[config.mk]
export PLATFORM = sky130hd
export DESIGN_NAME = sample_period_ctrl
export DESIGN_NICKNAME = d
export VERILOG_FILES = /design/src/sample_ctrl_pkg.sv /design/src/sample_period_ctrl.sv
export SDC_FILE = /design/constraint.sdc
export NUM_CORES = 1
export LEC_CHECK = 0
export BUFFER_PORTS_ARGS = -buffer_cell sky130_fd_sc_hd__buf_2
export CORE_MARGIN = 2
export CORE_UTILIZATION = 55
export CTS_CLUSTER_DIAMETER = 80
export DETAILED_ROUTE_END_ITERATION = 6
export GPL_ROUTABILITY_DRIVEN = 0
export GPL_TIMING_DRIVEN = 1
export PLACE_DENSITY_LB_ADDON = 0.12
export RECOVER_POWER = 25
export REMOVE_ABC_BUFFERS = 1
export SYNTH_ARGS = -nofsm -noshare
export SYNTH_HDL_FRONTEND = slang
export SYNTH_SLANG_ARGS = --single-unit
[constraint.sdc]
create_clock -name pclk -period 4.6 [get_ports pclk]
set_input_delay 0.92 -clock pclk [delete_from_list [all_inputs] [get_ports pclk]]
set_output_delay 0.92 -clock pclk [all_outputs]
set_load 0.01 [all_outputs]
[src/sample_ctrl_pkg.sv]
package sample_ctrl_pkg;

   // =========================================================
   // register indices (byte address is four times the index)
   // =========================================================
   localparam logic [3:0] idx_a_div = 4'h1;
   localparam logic [3:0] idx_b_div = 4'h2;
   localparam logic [3:0] idx_trim = 4'h3;
   localparam logic [3:0] idx_gain = 4'h4;
   localparam logic [3:0] idx_input = 4'h5;
   localparam logic [3:0] idx_mode = 4'h6;
   localparam logic [3:0] idx_ctrl_word = 4'h9;
   localparam logic [3:0] idx_status = 4'ha;

   // =========================================================
   // field positions
   // =========================================================
   localparam int gain_lsb = 2;
   localparam int mode_force_sec = 2;
   localparam int mode_sixteen = 3;
   localparam int mode_free_run = 5;
   localparam int cw_primary_lsb = 0;
   localparam int cw_secondary_lsb = 2;
   localparam int cw_is_secondary = 4;
   localparam int st_sec_req = 0;
   localparam int st_earlier = 1;
   localparam int st_later = 2;
   localparam int st_comp_err = 3;
   localparam int st_latch_pend = 4;
   localparam int st_xfer = 5;

   // =========================================================
   // reset values and codes
   // =========================================================
   localparam logic [7:0] a_div_reset = 8'h12;
   localparam logic [7:0] b_div_reset = 8'h0f;
   localparam logic [7:0] trim_reset = 8'h00;
   localparam logic [7:0] gain_reset = 8'h00;
   localparam logic [7:0] input_reset = 8'h01;
   localparam logic [7:0] mode_reset = 8'h00;
   localparam logic [7:0] comp_tuned_b = 8'h0f;
   localparam logic [1:0] ctrl_none = 2'b00;
   localparam logic [1:0] ctrl_increase = 2'b01;
   localparam logic [1:0] ctrl_decrease = 2'b10;
   localparam logic [1:0] ctrl_both = 2'b11;
   localparam logic [1:0] sel_loopback = 2'b00;
   localparam logic [1:0] sel_summing = 2'b11;
   localparam logic [4:0] shift_bits = 5'h10;
   localparam logic [7:0] period_mult = 8'h02;

endpackage : sample_ctrl_pkg

[src/sample_period_ctrl.sv]
// Implementation choices: the register offsets and the APB interface to the registers.
module sample_period_ctrl #(
   parameter int div_width = 8
) (
   input wire logic pclk,
   input wire logic presetn,
   input wire logic psel,
   input wire logic penable,
   input wire logic pwrite,
   input wire logic [7:0] paddr,
   input wire logic [31:0] pwdata,
   output logic [31:0] prdata,
   output logic pready,
   output logic pslverr,
   input wire logic hw_request_hi,
   input wire logic hw_request_lo,
   input wire logic frame_sync_n,
   input wire logic shift_clock,
   input wire logic [15:0] adc_result,
   output logic frame_start,
   output logic filter_clock,
   output logic secondary_request,
   output logic adjust_earlier,
   output logic adjust_later,
   output logic loopback_en,
   output logic summing_en,
   output logic [1:0] input_gain,
   output logic [15:0] result_word,
   output logic result_valid
);

   // =========================================================
   // request decoding
   // =========================================================
   // returns {secondary request, earlier, later}
   function automatic logic [2:0] decode_req(input logic [1:0] sw, input logic [1:0] hw,
                                             input logic in_secondary);
      logic [2:0] r;
      r = 3'b000;
      if (!in_secondary) begin
         if (sw == sample_ctrl_pkg::ctrl_increase) begin
            r[0] = 1'b1;
         end else if (sw == sample_ctrl_pkg::ctrl_decrease) begin
            r[1] = 1'b1;
         end else if (hw == sample_ctrl_pkg::ctrl_increase) begin
            r[0] = 1'b1;
         end else if (hw == sample_ctrl_pkg::ctrl_decrease) begin
            r[1] = 1'b1;
         end
         r[2] = (sw == sample_ctrl_pkg::ctrl_both) || (hw == sample_ctrl_pkg::ctrl_both);
      end else begin
         // pins only count while the secondary bits are 11
         if (sw == sample_ctrl_pkg::ctrl_increase) begin
            r[0] = 1'b1;
         end else if (sw == sample_ctrl_pkg::ctrl_decrease) begin
            r[1] = 1'b1;
         end else if (sw == sample_ctrl_pkg::ctrl_both) begin
            r[0] = (hw == sample_ctrl_pkg::ctrl_increase);
            r[1] = (hw == sample_ctrl_pkg::ctrl_decrease);
         end
      end
      return r;
   endfunction : decode_req

   // length of the first A-counter cycle, never below one clock
   function automatic logic [div_width+1:0] first_len(input logic [div_width-1:0] a,
                                                      input logic [7:0] trim,
                                                      input logic later, input logic earlier);
      logic signed [div_width+2:0] v;
      logic signed [div_width+2:0] t;
      v = $signed({3'b000, a});
      t = (div_width + 3)'($signed(trim));
      if (later) begin
         v = v + t;
      end else if (earlier) begin
         v = v - t;
      end
      if (v < 1) begin
         v = (div_width + 3)'(1);
      end
      return v[div_width+1:0];
   endfunction : first_len

   // =========================================================
   // synchronisers for pins
   // =========================================================
   logic [1:0] hw_s1;
   logic [1:0] hw_s2;
   logic fs_s1;
   logic fs_s2;
   logic fs_s3;
   logic sc_s1;
   logic sc_s2;
   logic sc_s3;

   always_ff @(posedge pclk or negedge presetn) begin
      if (!presetn) begin
         hw_s1 <= 2'b00;
         hw_s2 <= 2'b00;
         fs_s1 <= 1'b1;
         fs_s2 <= 1'b1;
         fs_s3 <= 1'b1;
         sc_s1 <= 1'b0;
         sc_s2 <= 1'b0;
         sc_s3 <= 1'b0;
      end else begin
         hw_s1 <= {hw_request_hi, hw_request_lo};
         hw_s2 <= hw_s1;
         fs_s1 <= frame_sync_n;
         fs_s2 <= fs_s1;
         fs_s3 <= fs_s2;
         sc_s1 <= shift_clock;
         sc_s2 <= sc_s1;
         sc_s3 <= sc_s2;
      end
   end

   wire fs_fall = fs_s3 && !fs_s2;
   wire sc_rise = sc_s2 && !sc_s3;

   // =========================================================
   // register file over apb
   // =========================================================
   logic [div_width-1:0] a_div;
   logic [div_width-1:0] b_div;
   logic [7:0] trim;
   logic [7:0] gain_reg;
   logic [7:0] input_reg;
   logic [7:0] mode_reg;
   logic [4:0] ctrl_word;
   logic [5:0] status;

   wire [3:0] reg_idx = paddr[5:2];
   wire addr_ok = (paddr[1:0] == 2'b00) && (paddr[7:6] == 2'b00);
   wire hit = addr_ok && (reg_idx == sample_ctrl_pkg::idx_a_div ||
      reg_idx == sample_ctrl_pkg::idx_b_div || reg_idx == sample_ctrl_pkg::idx_trim ||
      reg_idx == sample_ctrl_pkg::idx_gain || reg_idx == sample_ctrl_pkg::idx_input ||
      reg_idx == sample_ctrl_pkg::idx_mode || reg_idx == sample_ctrl_pkg::idx_ctrl_word ||
      reg_idx == sample_ctrl_pkg::idx_status);
   // one wait state so that read data can leave a flip-flop
   wire access = psel && penable && !pready;
   wire wr_en = psel && penable && pready && pwrite && !pslverr;
   wire wr_a = wr_en && reg_idx == sample_ctrl_pkg::idx_a_div;
   wire wr_b = wr_en && reg_idx == sample_ctrl_pkg::idx_b_div;
   wire wr_trim = wr_en && reg_idx == sample_ctrl_pkg::idx_trim;
   wire wr_gain = wr_en && reg_idx == sample_ctrl_pkg::idx_gain;
   wire wr_input = wr_en && reg_idx == sample_ctrl_pkg::idx_input;
   wire wr_mode = wr_en && reg_idx == sample_ctrl_pkg::idx_mode;
   wire wr_cw = wr_en && reg_idx == sample_ctrl_pkg::idx_ctrl_word;

   logic [31:0] rd_mux;
   always_comb begin
      rd_mux = 32'h0000_0000;
      unique case (reg_idx)
         sample_ctrl_pkg::idx_a_div: rd_mux = 32'(a_div);
         sample_ctrl_pkg::idx_b_div: rd_mux = 32'(b_div);
         sample_ctrl_pkg::idx_trim: rd_mux = 32'(trim);
         sample_ctrl_pkg::idx_gain: rd_mux = 32'(gain_reg);
         sample_ctrl_pkg::idx_input: rd_mux = 32'(input_reg);
         sample_ctrl_pkg::idx_mode: rd_mux = 32'(mode_reg);
         sample_ctrl_pkg::idx_ctrl_word: rd_mux = 32'(ctrl_word);
         sample_ctrl_pkg::idx_status: rd_mux = 32'(status);
         default: rd_mux = 32'h0000_0000;
      endcase
   end

   always_ff @(posedge pclk or negedge presetn) begin
      if (!presetn) begin
         pready <= 1'b0;
         pslverr <= 1'b0;
         prdata <= 32'h0000_0000;
      end else begin
         pready <= access;
         pslverr <= access && !hit;
         if (access) begin
            prdata <= (hit && !pwrite) ? rd_mux : 32'h0000_0000;
         end
      end
   end

   always_ff @(posedge pclk or negedge presetn) begin
      if (!presetn) begin
         a_div <= div_width'(sample_ctrl_pkg::a_div_reset);
         b_div <= div_width'(sample_ctrl_pkg::b_div_reset);
         trim <= sample_ctrl_pkg::trim_reset;
         gain_reg <= sample_ctrl_pkg::gain_reset;
         input_reg <= sample_ctrl_pkg::input_reset;
         mode_reg <= sample_ctrl_pkg::mode_reset;
      end else begin
         if (wr_a) a_div <= pwdata[div_width-1:0];
         if (wr_b) b_div <= pwdata[div_width-1:0];
         if (wr_trim) trim <= pwdata[7:0];
         if (wr_gain) gain_reg <= pwdata[7:0];
         if (wr_input) input_reg <= pwdata[7:0];
         if (wr_mode) mode_reg <= pwdata[7:0];
      end
   end

   wire free_run = mode_reg[sample_ctrl_pkg::mode_free_run];
   wire sixteen = mode_reg[sample_ctrl_pkg::mode_sixteen];
   wire force_sec = mode_reg[sample_ctrl_pkg::mode_force_sec];

   // =========================================================
   // sampling period counters
   // =========================================================
   logic [div_width+1:0] a_cnt;
   logic [div_width+1:0] b_cnt;
   logic waiting;

   wire a_end = (a_cnt == (div_width + 2)'(1));
   wire [div_width+1:0] b_last = (div_width + 2)'(sample_ctrl_pkg::period_mult) *
      (div_width + 2)'(b_div) - (div_width + 2)'(1);
   // a counter halted in slave timing restarts at once when free run is chosen
   wire period_end = waiting ? free_run : (a_end && (b_cnt >= b_last));
   // free run restarts on its own count, otherwise the host frame sync times it
   wire frame_evt = free_run ? period_end : fs_fall;

   // one-shot request word; a write in the same cycle as the frame event is kept
   wire [1:0] sw_bits = ctrl_word[sample_ctrl_pkg::cw_is_secondary] ?
      ctrl_word[sample_ctrl_pkg::cw_secondary_lsb +: 2] :
      (sixteen ? sample_ctrl_pkg::ctrl_none : ctrl_word[sample_ctrl_pkg::cw_primary_lsb +: 2]);
   wire [2:0] req = decode_req(sw_bits, hw_s2, ctrl_word[sample_ctrl_pkg::cw_is_secondary]);
   wire next_sec = req[2] || sixteen || force_sec;
   wire [div_width+1:0] load_first = first_len(a_div, trim, req[0], req[1]);

   always_ff @(posedge pclk or negedge presetn) begin
      if (!presetn) begin
         ctrl_word <= 5'h00;
      end else if (wr_cw) begin
         ctrl_word <= pwdata[4:0];
      end else if (frame_evt) begin
         ctrl_word <= 5'h00;
      end
   end

   always_ff @(posedge pclk or negedge presetn) begin
      if (!presetn) begin
         a_cnt <= (div_width + 2)'(1);
         b_cnt <= '0;
         waiting <= 1'b0;
      end else if (frame_evt) begin
         a_cnt <= load_first;
         b_cnt <= '0;
         waiting <= 1'b0;
      end else if (period_end) begin
         // slave timing stops and waits for the next external frame sync
         waiting <= 1'b1;
      end else if (a_end && !waiting) begin
         a_cnt <= (div_width + 2)'(a_div);
         b_cnt <= b_cnt + (div_width + 2)'(1);
      end else if (!waiting) begin
         a_cnt <= a_cnt - (div_width + 2)'(1);
      end
   end

   always_ff @(posedge pclk or negedge presetn) begin
      if (!presetn) begin
         frame_start <= 1'b0;
         filter_clock <= 1'b0;
         secondary_request <= 1'b0;
         adjust_earlier <= 1'b0;
         adjust_later <= 1'b0;
      end else begin
         frame_start <= frame_evt;
         if (frame_evt) begin
            filter_clock <= 1'b0;
         end else if (a_end && !waiting) begin
            filter_clock <= !filter_clock;
         end
         if (frame_evt) begin
            secondary_request <= next_sec;
            adjust_earlier <= req[1];
            adjust_later <= req[0];
         end
      end
   end

   // =========================================================
   // result latch versus serial transfer
   // =========================================================
   logic xfer_active;
   logic [4:0] bit_cnt;
   logic latch_pend;

   wire xfer_start = free_run && fs_fall;
   wire xfer_done = xfer_active && sc_rise && (bit_cnt == sample_ctrl_pkg::shift_bits - 5'h01);
   // the load collides with a transfer under way or starting now
   wire load_blocked = xfer_active || xfer_start;
   wire do_latch = (period_end && free_run && !load_blocked) || (latch_pend && xfer_done);

   always_ff @(posedge pclk or negedge presetn) begin
      if (!presetn) begin
         xfer_active <= 1'b0;
         bit_cnt <= 5'h00;
         latch_pend <= 1'b0;
         result_word <= 16'h0000;
         result_valid <= 1'b0;
      end else begin
         if (xfer_start) begin
            xfer_active <= 1'b1;
            bit_cnt <= 5'h00;
         end else if (xfer_done) begin
            xfer_active <= 1'b0;
            bit_cnt <= 5'h00;
         end else if (xfer_active && sc_rise) begin
            bit_cnt <= bit_cnt + 5'h01;
         end
         if (period_end && free_run && load_blocked) begin
            latch_pend <= 1'b1;
         end else if (do_latch) begin
            latch_pend <= 1'b0;
         end
         if (do_latch || (!free_run && frame_evt)) begin
            result_word <= adc_result;
         end
         result_valid <= do_latch || (!free_run && frame_evt);
      end
   end

   // =========================================================
   // analog routing selections and status
   // =========================================================
   always_ff @(posedge pclk or negedge presetn) begin
      if (!presetn) begin
         loopback_en <= 1'b0;
         summing_en <= 1'b0;
         input_gain <= 2'b00;
      end else begin
         loopback_en <= (input_reg[1:0] == sample_ctrl_pkg::sel_loopback);
         summing_en <= (input_reg[1:0] == sample_ctrl_pkg::sel_summing);
         input_gain <= gain_reg[sample_ctrl_pkg::gain_lsb +: 2];
      end
   end

   // the compensation filter stays in path; software corrects other B values
   always_comb begin
      status = 6'h00;
      status[sample_ctrl_pkg::st_sec_req] = secondary_request;
      status[sample_ctrl_pkg::st_earlier] = adjust_earlier;
      status[sample_ctrl_pkg::st_later] = adjust_later;
      status[sample_ctrl_pkg::st_comp_err] =
         (b_div != div_width'(sample_ctrl_pkg::comp_tuned_b));
      status[sample_ctrl_pkg::st_latch_pend] = latch_pend;
      status[sample_ctrl_pkg::st_xfer] = xfer_active;
   end

endmodule : sample_period_ctrl

Yosys cells after proc, flatten, opt, wreduce, memory -nomap -nowiden

Index checks and enable logic that the tools add are counted.

Order comparisons: 2
Equal/unequal tests: 20
Add/subtract/negate cells: 6
Mux-type cells: 43
Reduce and logical (&&, ||, !) cells: 62

Operators by type and width:

| kind                                                        | count |
|---|---|
| 2-to-1 mux 10 bit                                           | 8 |
| one-hot mux 8 bit (8 select lines)                          | 1 |
| 2-to-1 mux 32 bit                                           | 1 |
| logical AND 1 bit                                           | 28 |
| 2-to-1 mux 5 bit                                            | 5 |
| 2-to-1 mux 1 bit                                            | 22 |
| 2-to-1 mux 11 bit                                           | 2 |
| logical OR 1 bit                                            | 13 |
| equality test 4 x 3 -> 1 bit, second input constant         | 3 |
| less-than comparator 11 x 2 -> 1 bit, second input constant | 1 |
| adder 10 x 1 -> 10 bit, second input constant               | 1 |
| adder 9 x 8 -> 10 bit                                       | 1 |
| equality test 10 x 1 -> 1 bit, second input constant        | 1 |
| equality test 2 bit, second input constant                  | 5 |
| >= comparator 10 bit                                        | 1 |
| zero test 1 bit                                             | 10 |
| nonzero test 2 bit                                          | 5 |
| subtractor 10 x 1 -> 10 bit, second input constant          | 1 |
| subtractor 9 x 1 -> 10 bit, second input constant           | 1 |
| subtractor 9 x 8 -> 10 bit                                  | 1 |
| equality test 4 x 2 -> 1 bit, second input constant         | 2 |
| equality test 4 bit, second input constant                  | 2 |
| 2-to-1 mux 2 bit                                            | 4 |
| != test 8 x 4 -> 1 bit, second input constant               | 1 |
| 9 further kinds                                             | 13 |

Logic and storage cells: 167
Flip-flop bits (word level): 151
Input port bits: 65
Output and inout bits: 60

Longest topological paths before layout

Depth after elaboration: 12
Mapped depth: 15
Depth with buffers taken out: 14

Worst setup path after synthesis

Ideal clock, no wire load.

Path type: reg-to-reg
From: reg a_div[0]
To: reg a_cnt[2]
Setup slack: 1.334 ns
Cell stages (with the launch flop): 13
Setup time: 0.082 ns
Arrival time: 3.184 ns
Clock period less this slack: 3.266 ns
Path buffers: 0
Path through: dfrtp_1 -> ha_1 -> fa_1 -> nor2b_1 -> a211oi_1 -> o31ai_1 -> a31o_2 -> a221oi_1 -> a21oi_1 -> nor4_2 -> ha_1 -> or2_2 -> o22ai_1

Cells in the longest elaborated chain, start to end: 6
Elaborated cells between the ends (all ways): 7
Classes of those cells: add/sub (2); order compare (1); mux (4)

Ends and longest elaborated chain:

| element                              | RTL line                  | RTL |
|---|---|---|
| start, declared                      | sample_period_ctrl.sv:124 | `logic [div_width-1:0] a_div;` |
| start signal, assigned               | sample_period_ctrl.sv:183 | `a_div <= div_width'(sample_ctrl_pkg::a_div_reset);` |
| start signal, assigned               | sample_period_ctrl.sv:190 | `if (wr_a) a_div <= pwdata[div_width-1:0];` |
| subtractor 9 x 8 -> 10 bit           | sample_period_ctrl.sv:76  | `v = v - t;` |
| 2-to-1 mux 11 bit                    | sample_period_ctrl.sv:75  | `end else if (earlier) begin` |
| 2-to-1 mux 11 bit (*)                | sample_period_ctrl.sv:73  | `if (later) begin` |
| less-than comparator 11 x 2 -> 1 bit | sample_period_ctrl.sv:78  | `if (v < 1) begin` |
| 2-to-1 mux 10 bit (*)                | sample_period_ctrl.sv:78  |  |
| 2-to-1 mux 10 bit (*)                | sample_period_ctrl.sv:241 | `end else if (frame_evt) begin` |
| end signal, assigned                 | sample_period_ctrl.sv:238 | `a_cnt <= (div_width + 2)'(1);` |
| end signal, assigned                 | sample_period_ctrl.sv:242 | `a_cnt <= load_first;` |
| end signal, assigned                 | sample_period_ctrl.sv:249 | `a_cnt <= (div_width + 2)'(a_div);` |
| end, declared                        | sample_period_ctrl.sv:206 | `logic [div_width+1:0] a_cnt;` |

Every way passes the cells marked *; elsewhere a longest branch is shown, timed or not.
A chain may end at the register's enable or synchronous reset.

Worst setup path in the final report

From: reg b_div[0]
To: reg result_word[0]

Cells in the longest elaborated chain, start to end: 8
Elaborated cells between the ends (all ways): 10
Classes of those cells: add/sub (1); order compare (1); mux (2); reduce/logical (6)

Ends and longest elaborated chain:

| element                        | RTL line                  | RTL |
|---|---|---|
| start, declared                | sample_period_ctrl.sv:125 | `logic [div_width-1:0] b_div;` |
| start signal, assigned         | sample_period_ctrl.sv:184 | `b_div <= div_width'(sample_ctrl_pkg::b_div_reset);` |
| start signal, assigned         | sample_period_ctrl.sv:191 | `if (wr_b) b_div <= pwdata[div_width-1:0];` |
| subtractor 9 x 1 -> 10 bit (*) | sample_period_ctrl.sv:212 | `(div_width + 2)'(b_div) - (div_width + 2)'(1);` |
| >= comparator 10 bit (*)       | sample_period_ctrl.sv:214 | `wire period_end = waiting ? free_run : (a_end && (b_cnt >= b_last));` |
| logical AND 1 bit (*)          | sample_period_ctrl.sv:214 |  |
| 2-to-1 mux 1 bit (*)           | sample_period_ctrl.sv:214 |  |
| logical AND 1 bit (2 in a row) | sample_period_ctrl.sv:289 | `wire do_latch = (period_end && free_run && !load_blocked) \|\| (latch_pend && xfer_done);` |
| logical OR 1 bit               | sample_period_ctrl.sv:289 |  |
| logical OR 1 bit (*)           | sample_period_ctrl.sv:313 | `if (do_latch \|\| (!free_run && frame_evt)) begin` |
| end signal, assigned           | sample_period_ctrl.sv:314 | `result_word <= adc_result;` |
| end, declared                  | sample_period_ctrl.sv:28  | `output logic [15:0] result_word,` |

Marked as above.

==> key figures <==
Run status
  – Outcome: complete, but fails checks
  – Failing checks: capacitance limit, slew limit

Job
  – Max-cap viol count: 1

Min path
  – Worst Hold Class: reg -> reg

GRT
  – Largest net degree at the start of global routing: 70
  – Vias in the first global route: 5691
  – Most Used Layer, Global Route: met2
  – Overall Global Routing Usage: 26.4%
  – First-pass GRT wire length: 29300 um
  – Congestion Overflow GR: 0
  – Initial antenna violation count: 0
  – Met1 Use GR: 35.1%
  – Met2 usage: 43.2%
  – Grt met3 use: 6.37%

Cells and area
  – FILL cells: 1049
  – Final Instance Area: 8240 um2
  – Top Registers: result_word (16), a_cnt (10), b_cnt (10)
  – Top reg by flops: result_word
  – Most frequent cells in the layout: 116 x dfrtp_1, 75 x buf_2, 57 x nor2_1
  – # diodes: 0
  – Share of layout cells above drive strength 1: 23.3%
  – Synthesis-to-layout area growth: 13.1%
  – Commonest non-fill, non-tap cell in the layout: dfrtp_1
  – Fin util: 63.0%
  – Nets: 894
  – Max reg flops: 16

Critical path
  – Req. time, crit path: 4.90 ns
  – CP cell instances: inv_1 -> ha_1 -> nor3b_1 -> nand2_1 -> xor2_1 -> ha_1 -> a21oi_1 -> o22ai_1 -> a211o_1 -> a31o_1 -> a31o_1 -> a21oi_4 -> mux2_2
  – Crit Path Class: reg -> reg
  – CP Launch Type: flip-flop
  – Crit path DAT: 4.09 ns
  – Buffers & Inverters on Critical Path: 1
  – Crit-path max cell delay: 0.44 ns
  – Delay-heaviest family, CP: compound AO/OA/AOI/OAI gates
  – Critical path endpoint category: flip-flop
  – Slowest CP cell: a21oi_4
  – Max FO, Critical Path: 17

Logic synthesis
  – Synth area leaders: dfrtp_1 40%, mux2_2 7.4%, ha_1 5.8%
  – Area leader, netlist: dfrtp_1
  – Post-synth EDFFs: 0
  – Mapped cell area: 7290 um2
  – Top FF cell, synth: dfrtp_1
  – Cell count after synthesis: 726
  – Async S/R FF share, synth: 100%
  – Synthesized area per cell: 10.0 um2
  – Netlist cell types: 73
  – Register area share after synthesis: 43.8%
  – Flops & latches, synth: 127
  – YS warnings: 0
  – Synth top area share: 39.8%

Clocking
  – H-tree depth: 4
  – Post-CTS Resized: 0
  – Worst-path clk slew: 0.06 ns
  – Worst skew pair latency: 0.42 ns
  – Root Driver: clkbuf_16
  – Clk buf depth: 2
  – CTS Buf Count: 17
  – Setup bufs post-CTS: 0
  – Clock sinks: 127
  – CTS tree: yes
  – Hold buffers post-CTS: 0

Detailed routing
  – Vias per cell: 6.03
  – Initial drt markers: 477
  – Post-Route WL: 18000 um
  – DR pass1 iterations: 5
  – Wire length per cell: 18.4 um
  – Antenna Nets Post-Route: 0
  – Residual DRC count: 0
  – Vias: 5924

Floorplanning
  – Die Area: 14200 um2
  – # IOs: 125
  – DIE HEIGHT: 119 um
  – Row count: 42
  – Core Area: 13100 um2
  – Initial core utilization: 55.7%
  – Die width: 119 um

Timing
  – Normalized max-slew margin: -16.1%
  – Setup WS post-layout: 0.816 ns
  – Fin crit period: 3.78 ns
  – Final period util: 82.3%
  – Final Hold Fails: 0
  – Setup TNS: 0 ns
  – Slew Limit Fails: 70
  – Worst slew pin tran: 1.74 ns
  – Upper clock frequency limit: 264 MHz
  – Final Setup Violations: 0
  – RSZ-0062 raised after global routing: no
  – Worst Clk Skew: 0.00846 ns

Power
  – Pleak: 3.91 nW
  – Power Density: 382 nW/um2
  – Max IR drop VDD: 270 uV

Placement
  – Post-place setup slack: 0.808 ns
  – Post-detail-place hpwl: 12900 um
  – Dpl cell area: 7670 um2
  – Port Buffers: 76
cells in the mapped netlist, drive strengths merged (4+ instances only):
master	n
a31oi	7
a32oi	12
a221oi	5
a21oi	33
nand3b	5
o21ai	39
nor2	59
nor2b	18
buf	42
nand3	8
o22ai	19
nand2	55
nor3	13
xor2	11
xnor2	7
o31ai	4
and3	6
nand2b	7
nor4	5
or2	5
or3	6
inv	28
and2	11
mux2i	6
a211oi	5
mux2	59
o22a	4
a22oi	13
clkbuf	16
a21o	7
dfrtp	116
dfstp	11
nand4	11
ha	34
layer usage:
layer	up-vias	wire length, um
li1	2710	-
met1	2913	7630
met2	274	8790
met3	27	1330
met4	0	305
met5	-	0
cell families after synthesis:
| group | after synthesis | synth area share, % |
|---|---|---|
| adder cells (fa/ha/maj) | 36 | 6.39 |
| AO/OA/AOI/OAI | 176 | 16.4 |
| buffers and inverters | 86 | 6.30 |
| XOR/XNOR | 18 | 2.16 |
| other | 1 | 0.0515 |
| AND/OR/NAND/NOR | 217 | 15.0 |
| multiplexers | 65 | 9.94 |
| flip-flops | 127 | 43.8 |
final cells by class:
class	count	area [um2]	area share, %
Multi-Input combinational cell	536	3720	45.2
Tap cell	176	220	2.67
Sequential cell	127	3190	38.7
Clock inverter	12	110	1.34
Inverter	28	105	1.28
Timing Repair Buffer	83	433	5.25
Clock buffer	20	457	5.54
worst register-to-register path, stage by stage (launching register included):
cell	delay, ns
dfstp_2	0.41
inv_1	0.06
ha_1	0.18
nor3b_1	0.43
nand2_1	0.13
xor2_1	0.17
ha_1	0.30
a21oi_1	0.16
o22ai_1	0.09
a211o_1	0.28
a31o_1	0.32
a31o_1	0.30
a21oi_4	0.44
mux2_2	0.40
report_power, final:
group / switching, W / internal (W) / leakage, nW
clock: 0.000518 / 0.000773 / 0.269
combinational: 0.000307 / 0.000227 / 2.03
sequential: 0.0000966 / 0.00122 / 1.62
worst paths after layout:
kind	startpoint	to	slack, ns	cells past startpoint
max in group asynchronous	presetn	a_cnt[0]$_DFFE_PN1P_	2.36	2
setup reg to reg	b_div[0]$_DFFE_PN1P_	result_word[0]$_DFFE_PN0P_	0.82	13
min in group asynchronous	presetn	b_cnt[3]$_DFFE_PN0P_	0.94	1
hold reg to reg	hw_s1[1]$_DFF_PN0_	hw_s2[1]$_DFF_PN0_	0.35	0
setup / recovery	b_div[0]$_DFFE_PN1P_	result_word[0]$_DFFE_PN0P_	0.82	13
hold / removal	hw_s1[1]$_DFF_PN0_	hw_s2[1]$_DFF_PN0_	0.35	0
metrics by stage:
step / instances / total power (W) / hold slack (ns)
detailed placement: 950 / 0.00187 / 0.335
floorplan: 691 / 0.00167 / 0.331
global route: 982 / 0.00329 / 0.361
global placement: 950 / 0.00184 / 0.335
CTS: 982 / 0.00316 / 0.348
finish: 982 / 0.00315 / 0.346
Power figures use the tool's default switching activity.
